`src/design/slfr_defs.svh`:
```
// Offsets, field positions, reset values of the level and
// frequency register group.
// Assumes byte addressing on a 12-bit register port.
`ifndef SLFR_DEFS_SVH
`define SLFR_DEFS_SVH

// ****************************************************
// Register offsets
// ****************************************************
`define SLFR_OFS_FI 12'h034
`define SLFR_OFS_STAT 12'h420
`define SLFR_OFS_OVR 12'h424

// ****************************************************
// Field positions
// ****************************************************
`define SLFR_FI_OFS_MSB 13
`define SLFR_FI_OFS_LSB 1
`define SLFR_FI_SUB_BIT 0
`define SLFR_FI_RSV_LSB 14
`define SLFR_TX_MSB 30
`define SLFR_TX_LSB 26
`define SLFR_LOS_MSB 25
`define SLFR_LOS_LSB 21
`define SLFR_AC_MSB 20
`define SLFR_AC_LSB 16
`define SLFR_OVR_EN_BIT 31

// ****************************************************
// Reset and nominal values
// ****************************************************
`define SLFR_FI_RST 32'h0000_0000
`define SLFR_TX_NOM 5'h10
`define SLFR_LOS_NOM 5'h12
`define SLFR_AC_NOM 5'h00
`define SLFR_OVR_LVL_RST 5'h10
`define SLFR_OVR_LOW_RST 16'h0000
`define SLFR_STAT_HI 1'h1
`define SLFR_STAT_LO 16'hFFFF
`define SLFR_RD_IDLE 32'h0000_0000

// One offset step in ppm of the reference
`define SLFR_FREQ_PPM_PER_LSB 1.526

`endif

```
`src/design/slfr_pkg.sv`:
```
// Types of the level and frequency register group.
// Assumes nothing beyond the defs header.
package slfr_pkg;

  typedef logic [11:0] slfr_addr_type;
  typedef logic [31:0] slfr_word_type;
  typedef logic [4:0] slfr_lvl_type;
  typedef logic [12:0] slfr_fofs_type;

  // One-hot register select
  typedef enum logic [3:0] {
    SLFR_SEL_NONE = 4'b0001,
    SLFR_SEL_FI = 4'b0010,
    SLFR_SEL_STAT = 4'b0100,
    SLFR_SEL_OVR = 4'b1000
  } slfr_sel_type;

endpackage : slfr_pkg

```
`src/design/slfr_regs.sv`:
```
// Debug and trim registers of a serial link transceiver:
// frequency readout, level status and level override.
// Assumes a single-cycle register port on MCLK_I; level
// and frequency inputs come from another domain.
//
// Strobed register access was chosen for this implementation.
`timescale 1ns/1ps
`include "slfr_defs.svh"

module slfr_regs (
  // Clock and reset
  input wire logic MCLK_I,
  input wire logic RSTN_I,
  // Register port
  input wire slfr_pkg::slfr_addr_type ADDR_I,
  input wire slfr_pkg::slfr_word_type WDATA_I,
  input wire logic WR_I,
  input wire logic RD_I,
  output slfr_pkg::slfr_word_type RDATA_O,
  // Frequency integrator
  input wire slfr_pkg::slfr_fofs_type FREQ_OFFSET_VALUE_I,
  input wire logic FREQ_SUBRESOLUTION_BIT_I,
  // Level control inputs
  input wire slfr_pkg::slfr_lvl_type TX_LEVEL_I,
  input wire slfr_pkg::slfr_lvl_type SIGNAL_LOSS_THRESHOLD_I,
  input wire slfr_pkg::slfr_lvl_type AC_SCAN_COMPARATOR_LEVEL_I,
  // Levels in effect
  output slfr_pkg::slfr_lvl_type TX_LEVEL_O,
  output slfr_pkg::slfr_lvl_type SIGNAL_LOSS_THRESHOLD_O,
  output slfr_pkg::slfr_lvl_type AC_SCAN_COMPARATOR_LEVEL_O,
  output logic LEVEL_OVERRIDE_ENABLE_O
);
  import slfr_pkg::*;

  // ****************************************************
  // Address decode
  // ****************************************************
  function automatic slfr_sel_type sel_f(
    input slfr_addr_type a
  );
    case (a)
      `SLFR_OFS_FI: sel_f = SLFR_SEL_FI;
      `SLFR_OFS_STAT: sel_f = SLFR_SEL_STAT;
      `SLFR_OFS_OVR: sel_f = SLFR_SEL_OVR;
      default: sel_f = SLFR_SEL_NONE;
    endcase
  endfunction : sel_f

  slfr_sel_type acc_sel;
  logic wr_fi;
  logic wr_ovr;
  logic rd_fi;
  logic rd_stat;
  logic rd_ovr;

  assign acc_sel = sel_f(ADDR_I);
  assign wr_fi = WR_I && (acc_sel == SLFR_SEL_FI);
  assign wr_ovr = WR_I && (acc_sel == SLFR_SEL_OVR);
  assign rd_fi = RD_I && (acc_sel == SLFR_SEL_FI);
  assign rd_stat = RD_I && (acc_sel == SLFR_SEL_STAT);
  assign rd_ovr = RD_I && (acc_sel == SLFR_SEL_OVR);

  // ****************************************************
  // Input synchronisers
  // ****************************************************
  // All foreign inputs in one bundle; bits may land one
  // cycle apart, which software tolerates by reading twice
  localparam int SW = 29;
  localparam logic [SW-1:0] SYNC_RST = {
    13'h0000, 1'h0,
    `SLFR_TX_NOM, `SLFR_LOS_NOM, `SLFR_AC_NOM};

  logic [SW-1:0] sync1_ff;
  logic [SW-1:0] sync2_ff;
  logic [SW-1:0] async_in;

  assign async_in = {FREQ_OFFSET_VALUE_I,
    FREQ_SUBRESOLUTION_BIT_I, TX_LEVEL_I,
    SIGNAL_LOSS_THRESHOLD_I, AC_SCAN_COMPARATOR_LEVEL_I};

  always_ff @(posedge MCLK_I or negedge RSTN_I) begin
    if (!RSTN_I) begin
      sync1_ff <= SYNC_RST;
      sync2_ff <= SYNC_RST;
    end else begin
      sync1_ff <= async_in;
      sync2_ff <= sync1_ff;
    end
  end

  slfr_fofs_type s_fofs;
  logic s_fsub;
  slfr_lvl_type s_tx;
  slfr_lvl_type s_los;
  slfr_lvl_type s_ac;

  assign s_fofs = sync2_ff[28:16];
  assign s_fsub = sync2_ff[15];
  assign s_tx = sync2_ff[14:10];
  assign s_los = sync2_ff[9:5];
  assign s_ac = sync2_ff[4:0];

  // ****************************************************
  // Frequency integrator readout
  // ****************************************************
  // Read returns the old snapshot and takes a fresh one
  slfr_word_type fi_ff;
  slfr_word_type nxt_fi;

  always_comb begin
    nxt_fi = fi_ff;
    if (wr_fi) begin
      nxt_fi = WDATA_I;
    end else if (rd_fi) begin
      nxt_fi[`SLFR_FI_OFS_MSB:`SLFR_FI_OFS_LSB] = s_fofs;
      nxt_fi[`SLFR_FI_SUB_BIT] = s_fsub;
    end
  end

  always_ff @(posedge MCLK_I or negedge RSTN_I) begin
    if (!RSTN_I) begin
      fi_ff <= `SLFR_FI_RST;
    end else begin
      fi_ff <= nxt_fi;
    end
  end

  // ****************************************************
  // Level override register
  // ****************************************************
  slfr_word_type ovr_ff;
  slfr_word_type nxt_ovr;

  always_comb begin
    nxt_ovr = ovr_ff;
    if (wr_ovr) begin
      nxt_ovr = WDATA_I;
    end
  end

  always_ff @(posedge MCLK_I or negedge RSTN_I) begin
    if (!RSTN_I) begin
      ovr_ff <= {1'h0, `SLFR_OVR_LVL_RST,
        `SLFR_OVR_LVL_RST, `SLFR_OVR_LVL_RST,
        `SLFR_OVR_LOW_RST};
    end else begin
      ovr_ff <= nxt_ovr;
    end
  end

  logic ovr_en;
  slfr_lvl_type o_tx;
  slfr_lvl_type o_los;
  slfr_lvl_type o_ac;

  assign ovr_en = ovr_ff[`SLFR_OVR_EN_BIT];
  assign o_tx = ovr_ff[`SLFR_TX_MSB:`SLFR_TX_LSB];
  assign o_los = ovr_ff[`SLFR_LOS_MSB:`SLFR_LOS_LSB];
  assign o_ac = ovr_ff[`SLFR_AC_MSB:`SLFR_AC_LSB];

  // ****************************************************
  // Levels in effect
  // ****************************************************
  // All three switch together, never one alone
  slfr_lvl_type tx_ff;
  slfr_lvl_type los_ff;
  slfr_lvl_type ac_ff;
  logic en_ff;
  slfr_lvl_type nxt_tx;
  slfr_lvl_type nxt_los;
  slfr_lvl_type nxt_ac;

  always_comb begin
    if (ovr_en) begin
      nxt_tx = o_tx;
      nxt_los = o_los;
      nxt_ac = o_ac;
    end else begin
      nxt_tx = s_tx;
      nxt_los = s_los;
      nxt_ac = s_ac;
    end
  end

  always_ff @(posedge MCLK_I or negedge RSTN_I) begin
    if (!RSTN_I) begin
      tx_ff <= `SLFR_TX_NOM;
      los_ff <= `SLFR_LOS_NOM;
      ac_ff <= `SLFR_AC_NOM;
      en_ff <= 1'h0;
    end else begin
      tx_ff <= nxt_tx;
      los_ff <= nxt_los;
      ac_ff <= nxt_ac;
      en_ff <= ovr_en;
    end
  end

  assign TX_LEVEL_O = tx_ff;
  assign SIGNAL_LOSS_THRESHOLD_O = los_ff;
  assign AC_SCAN_COMPARATOR_LEVEL_O = ac_ff;
  assign LEVEL_OVERRIDE_ENABLE_O = en_ff;

  // ****************************************************
  // Read data
  // ****************************************************
  // Status shows the inputs even under override, so it
  // then differs from the levels in effect
  slfr_word_type stat_w;
  slfr_word_type rdata_ff;
  slfr_word_type nxt_rdata;

  assign stat_w = {`SLFR_STAT_HI, s_tx, s_los, s_ac,
    `SLFR_STAT_LO};

  always_comb begin
    nxt_rdata = `SLFR_RD_IDLE;
    if (rd_fi) begin
      nxt_rdata = fi_ff;
    end else if (rd_stat) begin
      nxt_rdata = stat_w;
    end else if (rd_ovr) begin
      nxt_rdata = ovr_ff;
    end
  end

  always_ff @(posedge MCLK_I or negedge RSTN_I) begin
    if (!RSTN_I) begin
      rdata_ff <= `SLFR_RD_IDLE;
    end else begin
      rdata_ff <= nxt_rdata;
    end
  end

  assign RDATA_O = rdata_ff;
endmodule : slfr_regs

```
`config.mk`:
```
export PLATFORM = sky130hd
export DESIGN_NAME = slfr_regs
export DESIGN_NICKNAME = d
export VERILOG_FILES = /design/src/design/slfr_pkg.sv /design/src/design/slfr_regs.sv
export VERILOG_INCLUDE_DIRS = /design/src /design/src/design
export SDC_FILE = /design/constraint.sdc
export NUM_CORES = 1
export LEC_CHECK = 0
export BUFFER_PORTS_ARGS = -buffer_cell sky130_fd_sc_hd__buf_2
export CORE_ASPECT_RATIO = 1.25
export CORE_MARGIN = 5
export CORE_UTILIZATION = 25
export DETAILED_ROUTE_END_ITERATION = 16
export GPL_TIMING_DRIVEN = 0
export PLACE_DENSITY_LB_ADDON = 0.1
export RECOVER_POWER = 100
export SYNTH_ARGS = -nofsm -noshare
export SYNTH_HDL_FRONTEND = slang
export SYNTH_SLANG_ARGS = --single-unit
```
`constraint.sdc`:
```
create_clock -name MCLK_I -period 3.05 [get_ports MCLK_I]
set_input_delay 0.1525 -clock MCLK_I [delete_from_list [all_inputs] [get_ports MCLK_I]]
set_output_delay 0.1525 -clock MCLK_I [all_outputs]
set_load 0.05 [all_outputs]
```
==> results of run 1 <==
worst min-delay path, delay by kind of cell:
kind	cells	cell delay, ps
AND/OR/NAND/NOR	1	150
AO/OA/AOI/OAI	1	70
buffers and inverters	1	170
registers in the layout, indices dropped and copies added (netlist names):
register,count
TX_LEVEL_O,5
RDATA_O,32
AC_SCAN_COMPARATOR_LEVEL_O,5
SIGNAL_LOSS_THRESHOLD_O,5
ovr_ff,32
sync2_ff,29
LEVEL_OVERRIDE_ENABLE_O,1
fi_ff,32
sync1_ff,29
path summary, 6_finish.rpt:
path	end	slack, ps	depth (start not counted)	from
max in group asynchronous	RDATA_O[30]	1110	3	RSTN_I
worst max-delay path	fi_ff[25]	650	6	ADDR_I[7]
worst min register to register	sync2_ff[13]	350	0	sync1_ff[13]
worst max register to register	SIGNAL_LOSS_THRESHOLD_O[2]	1030	3	ovr_ff[31]
worst min-delay path	RDATA_O[31]	160	3	ADDR_I[2]
min in group asynchronous	ovr_ff[5]	670	2	RSTN_I
report_power, final:
| part | switching, mW | internal [mW] | leakage (nW) |
|---|---|---|---|
| combinational | 0.155 | 0.128 | 1.29 |
| clock | 0.951 | 1.27 | 0.292 |
| sequential | 0.0189 | 2.31 | 2.18 |
per-stage QoR:
| step | std cells | hold WS, ps | util (%) | TNS (ps) |
|---|---|---|---|---|
| 6_report | 906 | 157 | 34.3 | 0 |
| 5_1_grt | 906 | 176 | 34.3 | 0 |
| 4_1_cts | 906 | 138 | 35.1 | 0 |
| 3_5_place_dp | 812 | 125 | 29.9 | 0 |
| 3_3_place_gp | 811 | 260 | 29.7 | -135750 |
| 2_1_floorplan | 362 | -143 | - | 0 |
layout make-up:
| type | instances | area, um^2 |
|---|---|---|
| fill | 2445 | 15600 |
| sequential | 170 | 4270 |
| multi-input combinational | 170 | 1580 |
| timing repair buffer | 187 | 1200 |
| clock buffer | 19 | 453 |
| tap | 325 | 407 |
| clock inverter | 13 | 159 |
| buffer | 21 | 90.1 |
| inverter | 1 | 3.75 |
logic make-up after synthesis:
family | count (synthesis) | share of synthesized area (%)
AOI/OAI and AO/OA | 61 | 8.29
DFF | 170 | 70.5
and+or+nand+nor | 29 | 3.80
buffers and inverters | 22 | 2.19
muxes | 80 | 15.2
per-layer routing:
metal  part of all wire, %  up-vias  wire [um]  global-route usage [%]
li1                      -     1726          -                       -
met1                    45     1919       6890                    15.2
met2                    48       92       7230                    18.6
met3                   5.2       17        783                    3.35
met4                   1.6        4        242                    4.29
met5                  0.14        -         21                       0
cells in the mapped netlist:
master     number
mux2i_1        15
nor3_1          1
and4_2          1
buf_2           1
o2111a_1        1
clkbuf_1       11
dfrtp_1       158
a2bb2oi_1      14
mux2_2         55
o2bb2ai_1      32
nand2_1         1
buf_4           5
buf_6           4
nor2b_1        19
and3_2          1
or4b_4          1
nand4_4         2
and2_1          1
nand4_1         1
inv_1           1
dfstp_2        12
nor3_4          1
mux2_4         10
o22ai_1        14
==> impl_summary.log, run 1 <==
INFO  metric outcome = finished with violations
INFO  metric violations = capacitance limit, slew limit
INFO  metric path_cells = buf_2 -> or4b_1 -> nor3_4 -> nand4_1 -> clkbuf_1 -> mux2_1
INFO  metric worst_ep_arrival_time = around 2700 ps
INFO  metric ioPinCount = 125
INFO  metric clock_latency = 420 ps
INFO  metric cp_num_buf_inv = 2
INFO  metric maxSlewViolCount = 63
INFO  metric finalClockSkew = between 7 and 8 ps
INFO  metric antennaDiodeCount = 0
INFO  metric post-synth-top-area-fraction = between 60% and 70%
INFO  metric power.ir.vdd_worst = around 0.33 mV
INFO  metric finalCriticalPeriod = 2400 ps
INFO  metric cts_made_buffers = 17
INFO  metric rsz0062_at_grt = no
INFO  metric ys_top_cells_by_area = dfrtp_1 (65%), mux2_2 (10%), dfstp_2 (5.2%), o2bb2ai_1 (4.6%), mux2_4 (2.5%)
INFO  metric synth_nets = 439
INFO  metric dieArea = around 27,000 um^2
INFO  metric drt_pass1_iterations = 4
INFO  metric cts_hold_buffers = 62
INFO  metric postSynthRegisterBits = 170
INFO  metric detailed_place.area = 7120 um^2
INFO  metric clkSlewWorstSetupHoldPaths = roughly 70 ps
INFO  metric start_util = roughly 25%
INFO  metric endpoint_kind = flip-flop
INFO  metric fmaxAchievable = roughly 420 MHz
INFO  metric grt_pass1_wl = approximately 24,000 um
INFO  metric critical-path-max-stage-delay = roughly 640 ps
INFO  metric floorplan_die_height = approximately 180 um
INFO  metric average_vias_per_placed_instance = ~4.1
INFO  metric dpl_worst_slack = approximately 770 ps
INFO  metric layout_setup_ws = 645 ps
INFO  metric finalSetupViolCount = 0
INFO  metric detail_route.drc_violations = 0
INFO  metric cts-resized-gates = 0
INFO  metric dr_total_vias = between 3k and 4k
INFO  metric cts_tree = yes
INFO  metric critical-path-top-delay-family = simple AND/OR/NAND/NOR gates
INFO  metric crit_path_start_kind = input port
INFO  metric synthesis.instances = about 360
INFO  metric routed_wire_length_per_instance = about 17 um
INFO  metric detailedRoute.firstIterationViolations = ~120
INFO  metric timing_worst_slew_pin_value = approximately 1600 ps
INFO  metric yosys_warnings = 0
INFO  metric powerDensity = around 590 nW/um^2
INFO  metric clock_sinks = 170
INFO  metric hold_class = in2reg
INFO  metric route.antenna.remaining_nets = 0
INFO  metric clockRootBuffer = clkbuf_16
INFO  metric start_to_end_type_of_the_worst_setup_path = in2reg
INFO  metric p_leak = around 3.8 nW
INFO  metric most-common-layout-cells = dfrtp_1 (158), buf_2 (71), clkbuf_1 (70)
INFO  metric data_required_time_of_the_worst_path = between 3000 and 4000 ps
INFO  metric final_hold_viol_count = 0
INFO  metric finalWeightedCongestion = 0.680
INFO  metric syn_area = ~6100 um^2
INFO  metric numPortBuffers = roughly 120
INFO  metric global_route.usage.total = 11.7%
INFO  metric drive_gt1_share = 30.6%
INFO  metric min_period_over_period = around four fifths
INFO  metric synth.lib_cells_used.distinct = 24
INFO  metric fin_area = approximately 8200 um^2
INFO  metric max_cap_violations = 1
INFO  metric ctsHtreeMaxLevel = 4
INFO  metric total_power_after_layout = 4.84 mW
INFO  metric layout.nets = ~650
INFO  metric timing.max_slew.rel_slack = -5.12%
INFO  metric largest_net_degree_at_the_start_of_global_routing = roughly 110
INFO  metric grt_antenna_before_repair = 2
INFO  metric grt_pass1_vias = between 4k and 5k
INFO  metric flow.area_growth_from_synthesis = 35.0%
INFO  metric detailedPlacementHpwl = approximately 10,000 um
INFO  metric layout_commonest_cell = dfrtp_1
INFO  metric worstPathMaxFanout = 10
INFO  metric library_cell_with_the_largest_summed_area_after_synthesis = dfrtp_1
INFO  metric cts.path.max_buffers = 2
INFO  metric post_cts_buffers = 0
INFO  metric num_rows = between 60 and 70
INFO  metric yosysSeqAreaShare = between 70 and 80%
INFO  metric grt_overflow = 0
INFO  metric syn_area_per_cell = ~17 um^2
INFO  metric design.core.area = about 24,000 um^2
INFO  metric drt-total-wl = ~15,000 um
INFO  metric die_width = 149 um
INFO  metric slowest_stage = nand4_1
Power figures use the tool's default switching activity.
==> run 2: changes to the inputs <==
- ABC_AREA: unset -> 1
- clock period: 3.05 -> 2.3 ns (I/O delays scaled with it)
==> run 2 against run 1 <==
Against the previous run:
- the run now ends clean
- final area is 6.3% higher
- critical path type unchanged
- critical endpoint is now RDATA_O[22]
- clock-buffer cell count is 2 lower
- clock skew hardly changed
==> impl_summary.log, run 2 <==
INFO  metric cts.path.max_buffers = 2
INFO  metric swShare = about a quarter
INFO  metric antennaDiodeCount = 0
INFO  metric crit_path_start_kind = input port
INFO  metric dieArea = roughly 30,000 um^2
INFO  metric powerDensity = 726 nW/um^2
INFO  metric drt_pass1_iterations = 4
INFO  metric synth.lib_cells_used.distinct = 21
INFO  metric post-synth-top-count-cell = dfrtp_1
INFO  metric finalClockSkew = just under 7 ps
INFO  metric fmaxAchievable = 544 MHz
INFO  metric path_cells = buf_2 -> inv_1 -> nand2_1 -> nor2_8 -> inv_1 -> nor2_8 -> nand3_4 -> clkbuf_1 -> clkbuf_1 -> nand3_1 -> nand2_1 -> inv_1
INFO  metric ctsHtreeMaxLevel = 4
INFO  metric synthesis.instances = a little under 700
INFO  metric power.ir.vdd_worst = about 0.44 mV
INFO  metric floorplan_die_height = 191 um
INFO  metric total_power_after_layout = 6.31 mW
INFO  metric critical-path-top-delay-family = buffers and inverters
INFO  metric post_cts_buffers = 0
INFO  metric critical-path-max-stage-delay = 570 ps
INFO  metric ys.flop_type = dfrtp_1
INFO  metric finalSetupViolCount = 0
INFO  metric finalWeightedCongestion = 0.752
INFO  metric worst_hold_path.num_cells = 6
INFO  metric global_route.usage.total = 13.4%
INFO  metric clkSlewWorstSetupHoldPaths = 60 ps
INFO  metric design.core.area = 25,900 um^2
INFO  metric ys_top_cells_by_area = dfrtp_1 (60%), nand2_1 (8.8%), inv_1 (4.9%), dfstp_2 (4.8%), nand4_1 (4.2%)
INFO  metric critical_r2r_capture = AC_SCAN_COMPARATOR_LEVEL_O[1]
INFO  metric worstPathMaxFanout = 10
INFO  metric critPathMostFrequentCell = inv_1
INFO  metric grt_pass1_wl = 30,500 um
INFO  metric start_to_end_type_of_the_worst_setup_path = in2reg
INFO  metric sequential_cell_area = between 4000 and 5000 um^2
INFO  metric worst_ep_arrival_time = ~2200 ps
INFO  metric syn_area = ~6500 um^2
INFO  metric layout_setup_ws = 462 ps
INFO  metric cts_made_buffers = 17
INFO  metric whs_endpoint = RDATA_O[19]
INFO  metric flow.area_growth_from_synthesis = 32.9%
INFO  metric detailedPlacementHpwl = roughly 13,000 um
INFO  metric endpoint_kind = flip-flop
INFO  metric synthArstFlopShare = 100%
INFO  metric worst_min_path_start = ADDR_I[3]
INFO  metric routed_wire_length_per_instance = 15.4 um
INFO  metric final_cells = 1,230
INFO  metric finalCriticalPeriod = 1840 ps
INFO  metric min_period_over_period = about four fifths
INFO  metric drt-total-wl = roughly 19,000 um
INFO  metric clockRootBuffer = clkbuf_16
INFO  metric pwr-share-comb = 5.8%
INFO  metric ioPinCount = between 100 and 150
INFO  metric die_width = about 150 um
INFO  metric drive_gt1_share = between 10% and 20%
INFO  metric hold_class = in2reg
INFO  metric route.antenna.remaining_nets = 0
INFO  metric total_switching_power = 1.49 mW
INFO  metric worstReg2RegStart = ovr_ff[31]
INFO  metric syn_area_per_cell = between 9 and 10 um^2
INFO  metric start_util = between 20% and 30%
INFO  metric largest_net_degree_at_the_start_of_global_routing = 112
INFO  metric postSynthRegisterBits = 170
INFO  metric numPortBuffers = about 120
INFO  metric utilization = about a third
INFO  metric cellInternalPower = about 4.8 mW
INFO  metric outcome = completed
INFO  metric cts_tree = yes
INFO  metric reg2reg_depth = 5
INFO  metric max_cap_violations = 0
INFO  metric layout_commonest_cell = dfrtp_1
INFO  metric grt_antenna_before_repair = 0
INFO  metric grt_pass1_vias = approximately 5.5k
INFO  metric fillCellCount = 2,770
INFO  metric detailedRoute.firstIterationViolations = about 240
INFO  metric synth.top_cells.by_count = dfrtp_1 (158), nand2_1 (153), inv_1 (86), nor2_1 (73), o21ai_0 (48)
INFO  metric library_cell_with_the_largest_summed_area_after_synthesis = dfrtp_1
INFO  metric yosysSeqAreaShare = approximately two thirds
INFO  metric timing.max_slew.rel_slack = between 20 and 30%
INFO  metric clock_sinks = 170
INFO  metric average_vias_per_placed_instance = 4.08
INFO  metric synth-edff-count = 0
INFO  metric yosys_warnings = 0
INFO  metric p_seq_share = 49.0%
INFO  metric synth_nets = 750
INFO  metric clock_latency = 430 ps
INFO  metric rsz0062_at_grt = no
INFO  metric data_required_time_of_the_worst_path = between 2000 and 3000 ps
INFO  metric final_hold_viol_count = 0
INFO  metric num_rows = 66
INFO  metric cp_num_buf_inv = 6
INFO  metric grt_overflow = 0
INFO  metric dr_total_vias = ~5.0k
INFO  metric timing_worst_slew_pin_value = approximately 1100 ps
INFO  metric post-synth-top-area-fraction = between 60% and 70%
INFO  metric slowest_stage = clkbuf_1
INFO  metric dpl_worst_slack = 357 ps
INFO  metric most-common-layout-cells = dfrtp_1 (158), nand2_1 (154), inv_1 (87)
INFO  metric multi_input_comb_area = between 1500 and 2000 um^2
INFO  metric maxSlewViolCount = 0
INFO  metric power_frac_clock = 45.2%
INFO  metric r2r_slack = 570 ps
INFO  metric cell_count_post_placement = approximately 1.1k
INFO  metric p_leak = around 4.4 nW
INFO  metric detail_route.drc_violations = 0
INFO  metric layout.nets = 954
[run 2: cells by family (layout without fill, tap and decap cells)]
| logic type | Yosys count | count (layout) | share of synthesized area (%) |
|---|---|---|---|
| AOI/OAI and AO/OA | 50 | 50 | 3.83 |
| buffers and inverters | 123 | 340 | 7.68 |
| DFF | 170 | 170 | 65.3 |
| and+or+nand+nor | 330 | 330 | 23.2 |
[run 2: metrics by stage]
step                      TNS [ps]  instance area (um^2)  hold WS (ps)
after floorplan                  0                  6540          -181
after global placement     -292090                  7570           222
after detailed placement         0                  7610          75.4
after CTS                        0                  8800           151
after global routing             0                  8680           187
final                            0                  8680           168
[run 2: cell type report]
class                           count  area share (%)
Clock buffer                       17            4.90
Multi-Input combinational cell    380            20.1
Timing Repair Buffer              185            13.7
Clock inverter                     15            1.71
Inverter                           88            3.80
Sequential cell                   170            49.2
Tap cell                          340            4.90
Buffer                             35            1.71
[run 2: routing by layer]
metal | vias up | part of all wire [%] | global-route usage, %
met1 | 2381 | 44 | 16.7
met4 | 0 | 1.3 | 3.84
li1 | 2511 | - | -
met3 | 13 | 4.2 | 2.91
met2 | 115 | 50 | 23.4
met5 | - | 0 | 0
[run 2: worst max path at each step]
stage | from | to | slack, ps | cells past startpoint
after floorplan | ADDR_I[0] | RDATA_O[10] | 980 | 10
after global placement | RSTN_I | sync1_ff[27] | -1820 | 1
after detailed placement | ADDR_I[0] | ovr_ff[14] | 360 | 9
after CTS | ovr_ff[31] | AC_SCAN_COMPARATOR_LEVEL_O[1] | 540 | 5
after global routing | ADDR_I[0] | fi_ff[12] | 260 | 12
final | ADDR_I[0] | RDATA_O[22] | 460 | 12
[run 2: worst register-to-register path, delay by kind of cell, from the launching register on]
family | cells | cell delay (ps)
buf+inv | 3 | 1060
simple gates | 2 | 200
flops | 1 | 340
[run 2: power groups by stage]
stage	Sequential, mW	Clock (mW)	Combinational [mW]
6_report	3.09	2.85	0.367
5_1_grt	3.10	3.07	0.415
4_1_cts	3.09	2.95	0.387
3_5_place_dp	3.15	0	0.304
3_3_place_gp	3.15	0	0.296
2_1_floorplan	3.19	0	0.0707
[run 2: timing repair]
action                    in CTS  in global routing
gates resized for setup        0                  0
hold endpoints to repair     138                  0
hold buffers                  62                  0
